<file path="src/logic/btxc_pkg.sv">
// Constants and types of the bonded transmit control block
package btxc_pkg;

    localparam int          BTXC_CHANS      = 4;
    localparam int          BTXC_ADDR_W     = 8;
    // ************************************************************
    // Register map
    // ************************************************************
    localparam logic [7:0]  CTRL_OFFS       = 8'h00;
    localparam logic [7:0]  STAT_OFFS       = 8'h04;
    localparam int          CTRL_BOND_LSB   = 0;
    localparam int          CTRL_CLK_LSB    = 2;
    localparam int          CTRL_LOCAL_LOOPBACK_ENABLE_BIT   = 4;
    localparam int          CTRL_W          = 5;
    localparam logic [4:0]  CTRL_RST        = 5'h00;
    localparam int          STAT_BUILTIN_PATTERN_TEST_LSB   = 0;
    localparam int          STAT_OE_LSB     = 8;
    localparam int          STAT_SYNC_LSB   = 16;
    localparam int          STAT_PAT_LSB    = 20;
    localparam int          STAT_RXPLL_LSB  = 24;
    localparam logic [31:0] WORD_ZERO       = 32'h0000_0000;
    // ************************************************************
    // Three-level select encodings
    // ************************************************************
    localparam logic [1:0]  LEVEL_LOW       = 2'h0;
    localparam logic [1:0]  LEVEL_MID       = 2'h1;
    localparam logic [1:0]  LEVEL_HIGH      = 2'h2;
    // ************************************************************
    // Character and sequence constants
    // ************************************************************
    localparam logic [7:0]  FILL_CODE       = 8'hBC;
    localparam logic [3:0]  SYNC_LAST       = 4'hF;
    localparam logic [3:0]  SYNC_REV_FIRST  = 4'h1;
    localparam logic [3:0]  SYNC_REV_LAST   = 4'h2;
    localparam int          LFSR_W          = 9;
    localparam logic [8:0]  LFSR_SEED       = 9'h1FF;
    localparam int          LFSR_TAP        = 4;
    localparam logic [7:0]  BUILTIN_PATTERN_TEST_RST        = 8'hFF;
    localparam logic [7:0]  OE_RST          = 8'h00;
    localparam logic [7:0]  RXPLL_RST       = 8'h00;

    typedef enum logic [1:0] {
        KIND_DATA,
        KIND_FILL,
        KIND_SPECIAL,
        KIND_SYNC
    } btxc_kind_type;

    typedef struct packed {
        btxc_kind_type kind;
        logic [7:0]    value;
        logic          revDisp;
        logic          pattern;
    } btxc_char_type;

    localparam btxc_char_type CHAR_RST = '{KIND_FILL, FILL_CODE, 1'b0, 1'b0};

endpackage : btxc_pkg

</file>
<file path="src/logic/btxc_top.sv">
// Bonded transmit character control, pattern test latch and output enable latch
//
// The AHB-Lite register port and the register offsets are this design's own decisions.
`timescale 1ns/100ps
module btxc_top
    import btxc_pkg::*;
(
    input  wire logic                          clk,
    input  wire logic                          rst_b,
    input  wire logic                          hsel,
    input  wire logic [31:0]                   haddr,
    input  wire logic [1:0]                    htrans,
    input  wire logic                          hwrite,
    input  wire logic [2:0]                    hsize,
    input  wire logic [31:0]                   hwdata,
    input  wire logic                          hready,
    output logic      [31:0]                   hrdata,
    output logic                               hreadyout,
    output logic                               hresp,
    input  wire logic [BTXC_CHANS-1:0][1:0]    charCtlIn,
    input  wire logic [BTXC_CHANS-1:0][7:0]    txByteIn,
    input  wire logic [7:0]                    multiEnableIn,
    input  wire logic                          patternTestStrobe,
    input  wire logic                          outputEnableStrobe,
    input  wire logic                          rxPllEnableStrobe,
    output btxc_char_type [BTXC_CHANS-1:0]     charOut,
    output logic      [7:0]                    driverEnable,
    output logic      [7:0]                    driverForceOne,
    output logic      [BTXC_CHANS-1:0]         chanLowPower,
    output logic      [BTXC_CHANS-1:0]         txPatternActive,
    output logic      [BTXC_CHANS-1:0]         rxCheckerEnable,
    output logic      [BTXC_CHANS-1:0]         rxPllEnable
);

    localparam int PIN_W = 8 + 32 + 8 + 3;

    // ************************************************************
    // Pin synchronisers
    // ************************************************************
    logic [PIN_W-1:0]               pinMeta;
    logic [PIN_W-1:0]               pinSync;
    logic [BTXC_CHANS-1:0][1:0]     ctl;
    logic [BTXC_CHANS-1:0][7:0]     txByte;
    logic [7:0]                     enIn;
    logic                           bistStrobe;
    logic                           oeStrobe;
    logic                           pllStrobe;

    // Every control, byte, enable and strobe pin crosses in together so controls and bytes stay aligned
    always_ff @(posedge clk) begin
        if (!rst_b) begin
            pinMeta <= '0;
            pinSync <= '0;
        end else begin
            pinMeta <= {charCtlIn, txByteIn, multiEnableIn,
                        patternTestStrobe, outputEnableStrobe, rxPllEnableStrobe};
            pinSync <= pinMeta;
        end
    end

    assign {ctl, txByte, enIn, bistStrobe, oeStrobe, pllStrobe} = pinSync;

    // ************************************************************
    // AHB-Lite slave
    // ************************************************************
    logic [CTRL_W-1:0]              ctrl_reg;
    logic                           wrPend;
    logic [BTXC_ADDR_W-1:0]         wrAddr;
    logic                           addrPhase;
    logic [CTRL_W-1:0]              ctrlView;
    logic [31:0]                    readWord;
    logic [7:0]                     bistLatch;
    logic [7:0]                     oeLatch;
    logic [7:0]                     pllLatch;
    logic [BTXC_CHANS-1:0]          syncBusy;
    logic [1:0]                     bondLevel;
    logic [1:0]                     rxClkSel;
    logic                           loopback;

    assign addrPhase = hsel && htrans[1] && hready;
    assign bondLevel = ctrl_reg[CTRL_BOND_LSB +: 2];
    assign rxClkSel  = ctrl_reg[CTRL_CLK_LSB +: 2];
    assign loopback  = ctrl_reg[CTRL_LOCAL_LOOPBACK_ENABLE_BIT];

    always_ff @(posedge clk) begin
        if (!rst_b) begin
            wrPend <= 1'b0;
            wrAddr <= '0;
        end else if (hready) begin
            wrPend <= addrPhase && hwrite;
            wrAddr <= haddr[BTXC_ADDR_W-1:0];
        end
    end

    always_ff @(posedge clk) begin
        if (!rst_b) begin
            ctrl_reg <= CTRL_RST;
        end else if (wrPend && wrAddr == CTRL_OFFS) begin
            ctrl_reg <= hwdata[CTRL_W-1:0];
        end
    end

    // A read right behind a write to the same word sees the new value
    always_comb begin
        ctrlView = ctrl_reg;
        if (wrPend && wrAddr == CTRL_OFFS) begin
            ctrlView = hwdata[CTRL_W-1:0];
        end
        readWord = WORD_ZERO;
        case (haddr[BTXC_ADDR_W-1:0])
            CTRL_OFFS: begin
                readWord[CTRL_W-1:0] = ctrlView;
            end
            STAT_OFFS: begin
                readWord[STAT_BUILTIN_PATTERN_TEST_LSB +: 8]           = bistLatch;
                readWord[STAT_OE_LSB +: 8]             = oeLatch;
                readWord[STAT_SYNC_LSB +: BTXC_CHANS]  = syncBusy;
                readWord[STAT_PAT_LSB +: BTXC_CHANS]   = txPatternActive;
                readWord[STAT_RXPLL_LSB +: 8]          = pllLatch;
            end
            default: begin
                readWord = WORD_ZERO;
            end
        endcase
    end

    always_ff @(posedge clk) begin
        if (!rst_b) begin
            hrdata <= WORD_ZERO;
        end else if (addrPhase && !hwrite) begin
            hrdata <= readWord;
        end
    end

    // Zero wait states and only OKAY answers
    always_ff @(posedge clk) begin
        if (!rst_b) begin
            hreadyout <= 1'b1;
            hresp     <= 1'b0;
        end else begin
            hreadyout <= 1'b1;
            hresp     <= 1'b0;
        end
    end

    // ************************************************************
    // Enable latches
    // ************************************************************
    // Transparent while the strobe is high, frozen from its fall
    always_ff @(posedge clk) begin
        if (!rst_b) begin
            bistLatch <= BUILTIN_PATTERN_TEST_RST;
        end else if (bistStrobe) begin
            bistLatch <= enIn;
        end
    end

    always_ff @(posedge clk) begin
        if (!rst_b) begin
            oeLatch <= OE_RST;
        end else if (oeStrobe) begin
            oeLatch <= enIn;
        end
    end

    always_ff @(posedge clk) begin
        if (!rst_b) begin
            pllLatch <= RXPLL_RST;
        end else if (pllStrobe) begin
            pllLatch <= enIn;
        end
    end

    always_ff @(posedge clk) begin
        if (!rst_b) begin
            driverEnable    <= OE_RST;
            driverForceOne  <= '0;
            chanLowPower    <= '0;
            txPatternActive <= '0;
            rxCheckerEnable <= '0;
            rxPllEnable     <= '0;
        end else begin
            driverEnable   <= oeLatch;
            driverForceOne <= oeLatch & {8{loopback}};
            for (int c = 0; c < BTXC_CHANS; c++) begin
                chanLowPower[c]    <= !oeLatch[2*c] && !oeLatch[2*c+1];
                txPatternActive[c] <= !bistLatch[2*c+1];
                rxCheckerEnable[c] <= !bistLatch[2*c];
                rxPllEnable[c]     <= pllLatch[2*c];
            end
        end
    end

    // ************************************************************
    // Bonded character selection
    // ************************************************************
    logic [BTXC_CHANS-1:0][1:0]     selCode;
    logic [BTXC_CHANS-1:0]          forceSync;

    // Only the bits named per mapping are read, so the rest cannot leak in
    always_comb begin
        for (int c = 0; c < BTXC_CHANS; c++) begin
            selCode[c]   = ctl[c];
            forceSync[c] = 1'b0;
        end
        case (bondLevel)
            LEVEL_MID: begin
                selCode[0]   = {ctl[0][1], ctl[0][0]};
                selCode[1]   = {ctl[1][1], ctl[0][0]};
                selCode[2]   = {ctl[2][1], ctl[2][0]};
                selCode[3]   = {ctl[3][1], ctl[2][0]};
                forceSync[0] = ctl[1][0];
                forceSync[1] = ctl[1][0];
                forceSync[2] = ctl[3][0];
                forceSync[3] = ctl[3][0];
            end
            LEVEL_HIGH: begin
                for (int c = 0; c < BTXC_CHANS; c++) begin
                    selCode[c]   = {ctl[c][1], ctl[0][0]};
                    forceSync[c] = ctl[1][0];
                end
            end
            default: begin
                for (int c = 0; c < BTXC_CHANS; c++) begin
                    selCode[c] = ctl[c];
                end
            end
        endcase
    end

    // ************************************************************
    // Per-channel word sync and pattern sequencing
    // ************************************************************
    logic [BTXC_CHANS-1:0][3:0]         syncIdx;
    logic [BTXC_CHANS-1:0][LFSR_W-1:0]  lfsr;
    logic [BTXC_CHANS-1:0]              preDone;
    logic                               needPreamble;

    assign needPreamble = (rxClkSel != LEVEL_MID);

    function automatic logic [LFSR_W-1:0] lfsrStep(input logic [LFSR_W-1:0] s);
        // x^9 + x^5 + 1 is maximal, so the pass is 511 characters long
        lfsrStep = {s[LFSR_W-2:0], s[LFSR_W-1] ^ s[LFSR_TAP]};
    endfunction : lfsrStep

    always_ff @(posedge clk) begin
        if (!rst_b) begin
            syncIdx  <= '0;
            syncBusy <= '0;
            lfsr     <= {BTXC_CHANS{LFSR_SEED}};
            preDone  <= '0;
            charOut  <= {BTXC_CHANS{CHAR_RST}};
        end else begin
            for (int c = 0; c < BTXC_CHANS; c++) begin
                if (syncBusy[c]) begin
                    // Atomic: inputs are not looked at until the 16th character
                    charOut[c].kind    <= KIND_SYNC;
                    charOut[c].value   <= FILL_CODE;
                    charOut[c].revDisp <= (syncIdx[c] == SYNC_REV_FIRST) ||
                                          (syncIdx[c] == SYNC_REV_LAST);
                    charOut[c].pattern <= 1'b0;
                    syncIdx[c]         <= syncIdx[c] + 4'h1;
                    syncBusy[c]        <= (syncIdx[c] != SYNC_LAST);
                end else if (!bistLatch[2*c+1]) begin
                    if (lfsr[c] == LFSR_SEED && needPreamble && !preDone[c]) begin
                        charOut[c]  <= '{KIND_SYNC, FILL_CODE, 1'b0, 1'b0};
                        syncIdx[c]  <= 4'h1;
                        syncBusy[c] <= 1'b1;
                        preDone[c]  <= 1'b1;
                    end else begin
                        // Top bit marks a special code so every code except data 00 appears
                        charOut[c].kind    <= lfsr[c][LFSR_W-1] ? KIND_SPECIAL
                                                                : KIND_DATA;
                        charOut[c].value   <= lfsr[c][7:0];
                        charOut[c].revDisp <= 1'b0;
                        charOut[c].pattern <= 1'b1;
                        lfsr[c]            <= lfsrStep(lfsr[c]);
                        if (lfsrStep(lfsr[c]) == LFSR_SEED) begin
                            preDone[c] <= 1'b0;
                        end
                    end
                end else begin
                    lfsr[c]    <= LFSR_SEED;
                    preDone[c] <= 1'b0;
                    if (forceSync[c] || selCode[c] == 2'b11) begin
                        charOut[c]  <= '{KIND_SYNC, FILL_CODE, 1'b0, 1'b0};
                        syncIdx[c]  <= 4'h1;
                        syncBusy[c] <= 1'b1;
                    end else begin
                        charOut[c].revDisp <= 1'b0;
                        charOut[c].pattern <= 1'b0;
                        case (selCode[c])
                            2'b00: begin
                                charOut[c].kind  <= KIND_DATA;
                                charOut[c].value <= txByte[c];
                            end
                            2'b01: begin
                                charOut[c].kind  <= KIND_FILL;
                                charOut[c].value <= FILL_CODE;
                            end
                            default: begin
                                charOut[c].kind  <= KIND_SPECIAL;
                                charOut[c].value <= txByte[c];
                            end
                        endcase
                    end
                end
            end
        end
    end

endmodule : btxc_top

</file>
<file path="config.mk">
export PLATFORM = sky130hd
export DESIGN_NAME = btxc_top
export DESIGN_NICKNAME = d
export VERILOG_FILES = /design/src/logic/btxc_pkg.sv /design/src/logic/btxc_top.sv
export SDC_FILE = /design/constraint.sdc
export NUM_CORES = 1
export LEC_CHECK = 0
export CORE_ASPECT_RATIO = 1.1
export CORE_UTILIZATION = 35
export DETAILED_ROUTE_END_ITERATION = 10
export DONT_BUFFER_PORTS = 1
export SYNTH_ARGS = -nofsm -noshare
export SYNTH_HDL_FRONTEND = slang
export SYNTH_SLANG_ARGS = --single-unit
</file>
<file path="constraint.sdc">
create_clock -name clk -period 2.25 [get_ports clk]
set_clock_uncertainty 0.2 [all_clocks]
set_input_delay 0.225 -clock clk [delete_from_list [all_inputs] [get_ports clk]]
set_output_delay 0.225 -clock clk [all_outputs]
set_load 0.02 [all_outputs]
</file>
==> flow_metrics.tcl <==
set metrics [dict create \
    fmax_ghz 0.457 \
    period_share 0.972 \
    tns_ps 0 \
    antenna_found_initial 2 \
    drcViolationCount 0 \
    grtUsageMet3 0.0396 \
    start_kind "primary input" \
    synthCells 1009 \
    grtUsageMet1 0.212 \
    synth-main-ff-cell "dfxtp_1" \
    cts_tree "yes" \
    place_congestion 0.753 \
    maxSlewViolCount 0 \
    grt_pass1_wl_um 40800 \
    synth.avg_cell_area_um2 10.4 \
    yosysMostFrequentCell "dfxtp_1" \
    crit_required_ps 2480 \
    placedCellCount 1351 \
    p_leak_nw 5.45 \
    layoutNonFillerInstCount 1545 \
    rows 66 \
    top_usage_layer "met2" \
    cp_common_cell "or4_1" \
    min_period_ps 2190 \
    endpoint_kind "flop" \
    start_util 0.356 \
    hold_viol 0 \
    path_clk_slew_ps 60 \
    grt_max_degree 128 \
    yosysWarnings 0 \
    yosys-top-cells-count "dfxtp_1 (312), and2_1 (115), nor2_1 (89)" \
    cp.arrival_ps 2410 \
    synth_top_area_frac 0.593 \
    ys_types 66 \
    grt_pass1_vias 7496 \
    p_per_area_mw_per_mm2 902 \
    cts_buffers 34 \
    cpPeakStageDelay_ps 570 \
    status "finished clean" \
    coreArea_mm2 0.0296 \
    syn_nets 1148 \
    reg_top3 "pinMeta (51), pinSync (51), charOut (48)" \
    wirelength_um 26000 \
    crit_path_max_fanout 5 \
    dieArea_mm2 0.0308 \
    drive_gt1_frac 0.0854 \
    diodes 0 \
    hold_class "primary input to flop" \
    clock_latency_ps 510 \
    setup_viol 0 \
    rsz0062_at_grt "no" \
    criticalPathCategory "primary input to flop" \
    synth_area_mm2 0.0105 \
    synth_async_sr_flop_share 0 \
    die_x_um 167 \
    yosysTopAreaCell "dfxtp_1" \
    synth_area_leaders "dfxtp_1 (59%), and2_1 (6.8%), nor2_1 (3.2%)" \
    pin_count 239 \
    dpl.hpwl_um 15500 \
    vias 7677 \
    nFillCells 2796 \
    worst_slew_pin_slew_ps 896 \
    post_drt_wl_per_cell_um 16.8 \
    fin_nets 1286 \
    slew_headroom 0.400 \
    area_growth_pct 27.9 \
    synth-seq-cells 312 \
    synth.yosys.seq_area_share 0.593 \
    power_mw 12.1 \
    slowest_stage "dlygate4sd3_1" \
    h-tree-depth 2 \
    chipHeight_um 184 \
    first_pass_iters 5 \
    ir_worst_vdd_mv 0.605 \
    cts_buffer_depth 3 \
    grt_overflow 0 \
    grtUsageTotal 0.167 \
    cap_violations 0 \
    route.antenna.remaining_nets 0 \
    drtIter0Drc 428 \
    port_buffers 0 \
    numClockSinks 312 \
    vias_per_cell 4.97 \
    path_cells "dlygate4sd3_1, or4_1, or4_1, or4_4, o22ai_1" \
    root_buffer "clkbuf_16" \
    synth-edff-count 0 \
    grtUsageMet2 0.272 \
]
## layer usage
layer | vias to the layer above | part of all wire
met4 | 2 | 0.034
met5 | - | 0.00050
li1 | 3804 | -
met2 | 214 | 0.45
met1 | 3601 | 0.46
met3 | 56 | 0.055
## kinds of logic after synthesis
logic type,count (synthesis),share of synthesized area
AO/OA/AOI/OAI,189,0.135
XOR/XNOR,4,0.00333
adder cells (fa/ha/maj),14,0.0166
buffers and inverters,106,0.0431
flip-flops,312,0.593
multiplexers,31,0.0295
other,2,0.000713
AND/OR/NAND/NOR,351,0.178
## path summary, 6_finish.rpt
check / slack, ps / cells after the start / endpoint / startpoint
hold reg to reg: 210 / 1 / rxCheckerEnable[1]$_SDFF_PN0_ / bistLatch[2]$_SDFFE_PN1P_
setup reg to reg: 100 / 8 / syncIdx[8]$_SDFFE_PN0P_ / ctrl_reg[0]$_SDFF_PN0_
hold / removal: 20 / 2 / pinSync[3]$_SDFF_PN0_ / rst_b
setup / recovery: 60 / 5 / hrdata[3]$_SDFFE_PN0P_ / haddr[4]
## final cells by class
class,count,area (µm²),area share
clock inverters,12,141,0.0105
multi-input cells,591,3840,0.286
flip-flops and latches,312,6250,0.464
clock buffers,48,985,0.0731
well taps,374,468,0.0347
inverters,39,148,0.0110
repair buffers,169,1630,0.121
## worst max-delay path, delay by kind of cell
family | cells | cell delay (ps)
buffers and inverters | 1 | 570
AND/OR/NAND/NOR | 3 | 1430
AO/OA/AOI/OAI | 1 | 180
## cell usage in the layout (no fill, tap or decap), types with 12 or more instances in the layout
master	count
ha_1	14
nand2b_1	16
buf_4	34
dfxtp_1	312
mux2i_1	31
o21ai_0	16
and2_1	115
nor3_1	21
a32oi_1	12
dlygate4sd3_1	133
a21oi_1	22
o22ai_1	12
nor2_1	89
clkbuf_16	35
nor4_1	15
nand2_1	35
inv_1	36
a22oi_1	29
## through the flow
step	setup WS [ps]	hold WS, ps	utilization	area (µm²)
2_1_floorplan	88.0	152	-	10500
3_3_place_gp	55.3	112	0.371	11000
3_5_place_dp	40.4	122	0.371	11000
4_1_cts	6.06	3.00	0.455	13500
5_1_grt	1.18	39.1	0.456	13500
6_report	63.5	19.4	0.456	13500
## what timing repair did
action / CTS / global route
setup endpoints to repair: 0 / 10
endpoints found under the hold margin: 201 / 0
buffers inserted: 0 / 0
hold buffers: 134 / 0
gates resized for setup: 0 / 3
## power by group
part	internal, mW	switching [mW]	leakage [nW]
registers	5.72	0.197	2.55
clock network	3.40	2.18	0.557
logic	0.343	0.312	2.34
total	9.46	2.68	5.45
Note: power is estimated with default switching activity, not from simulation.
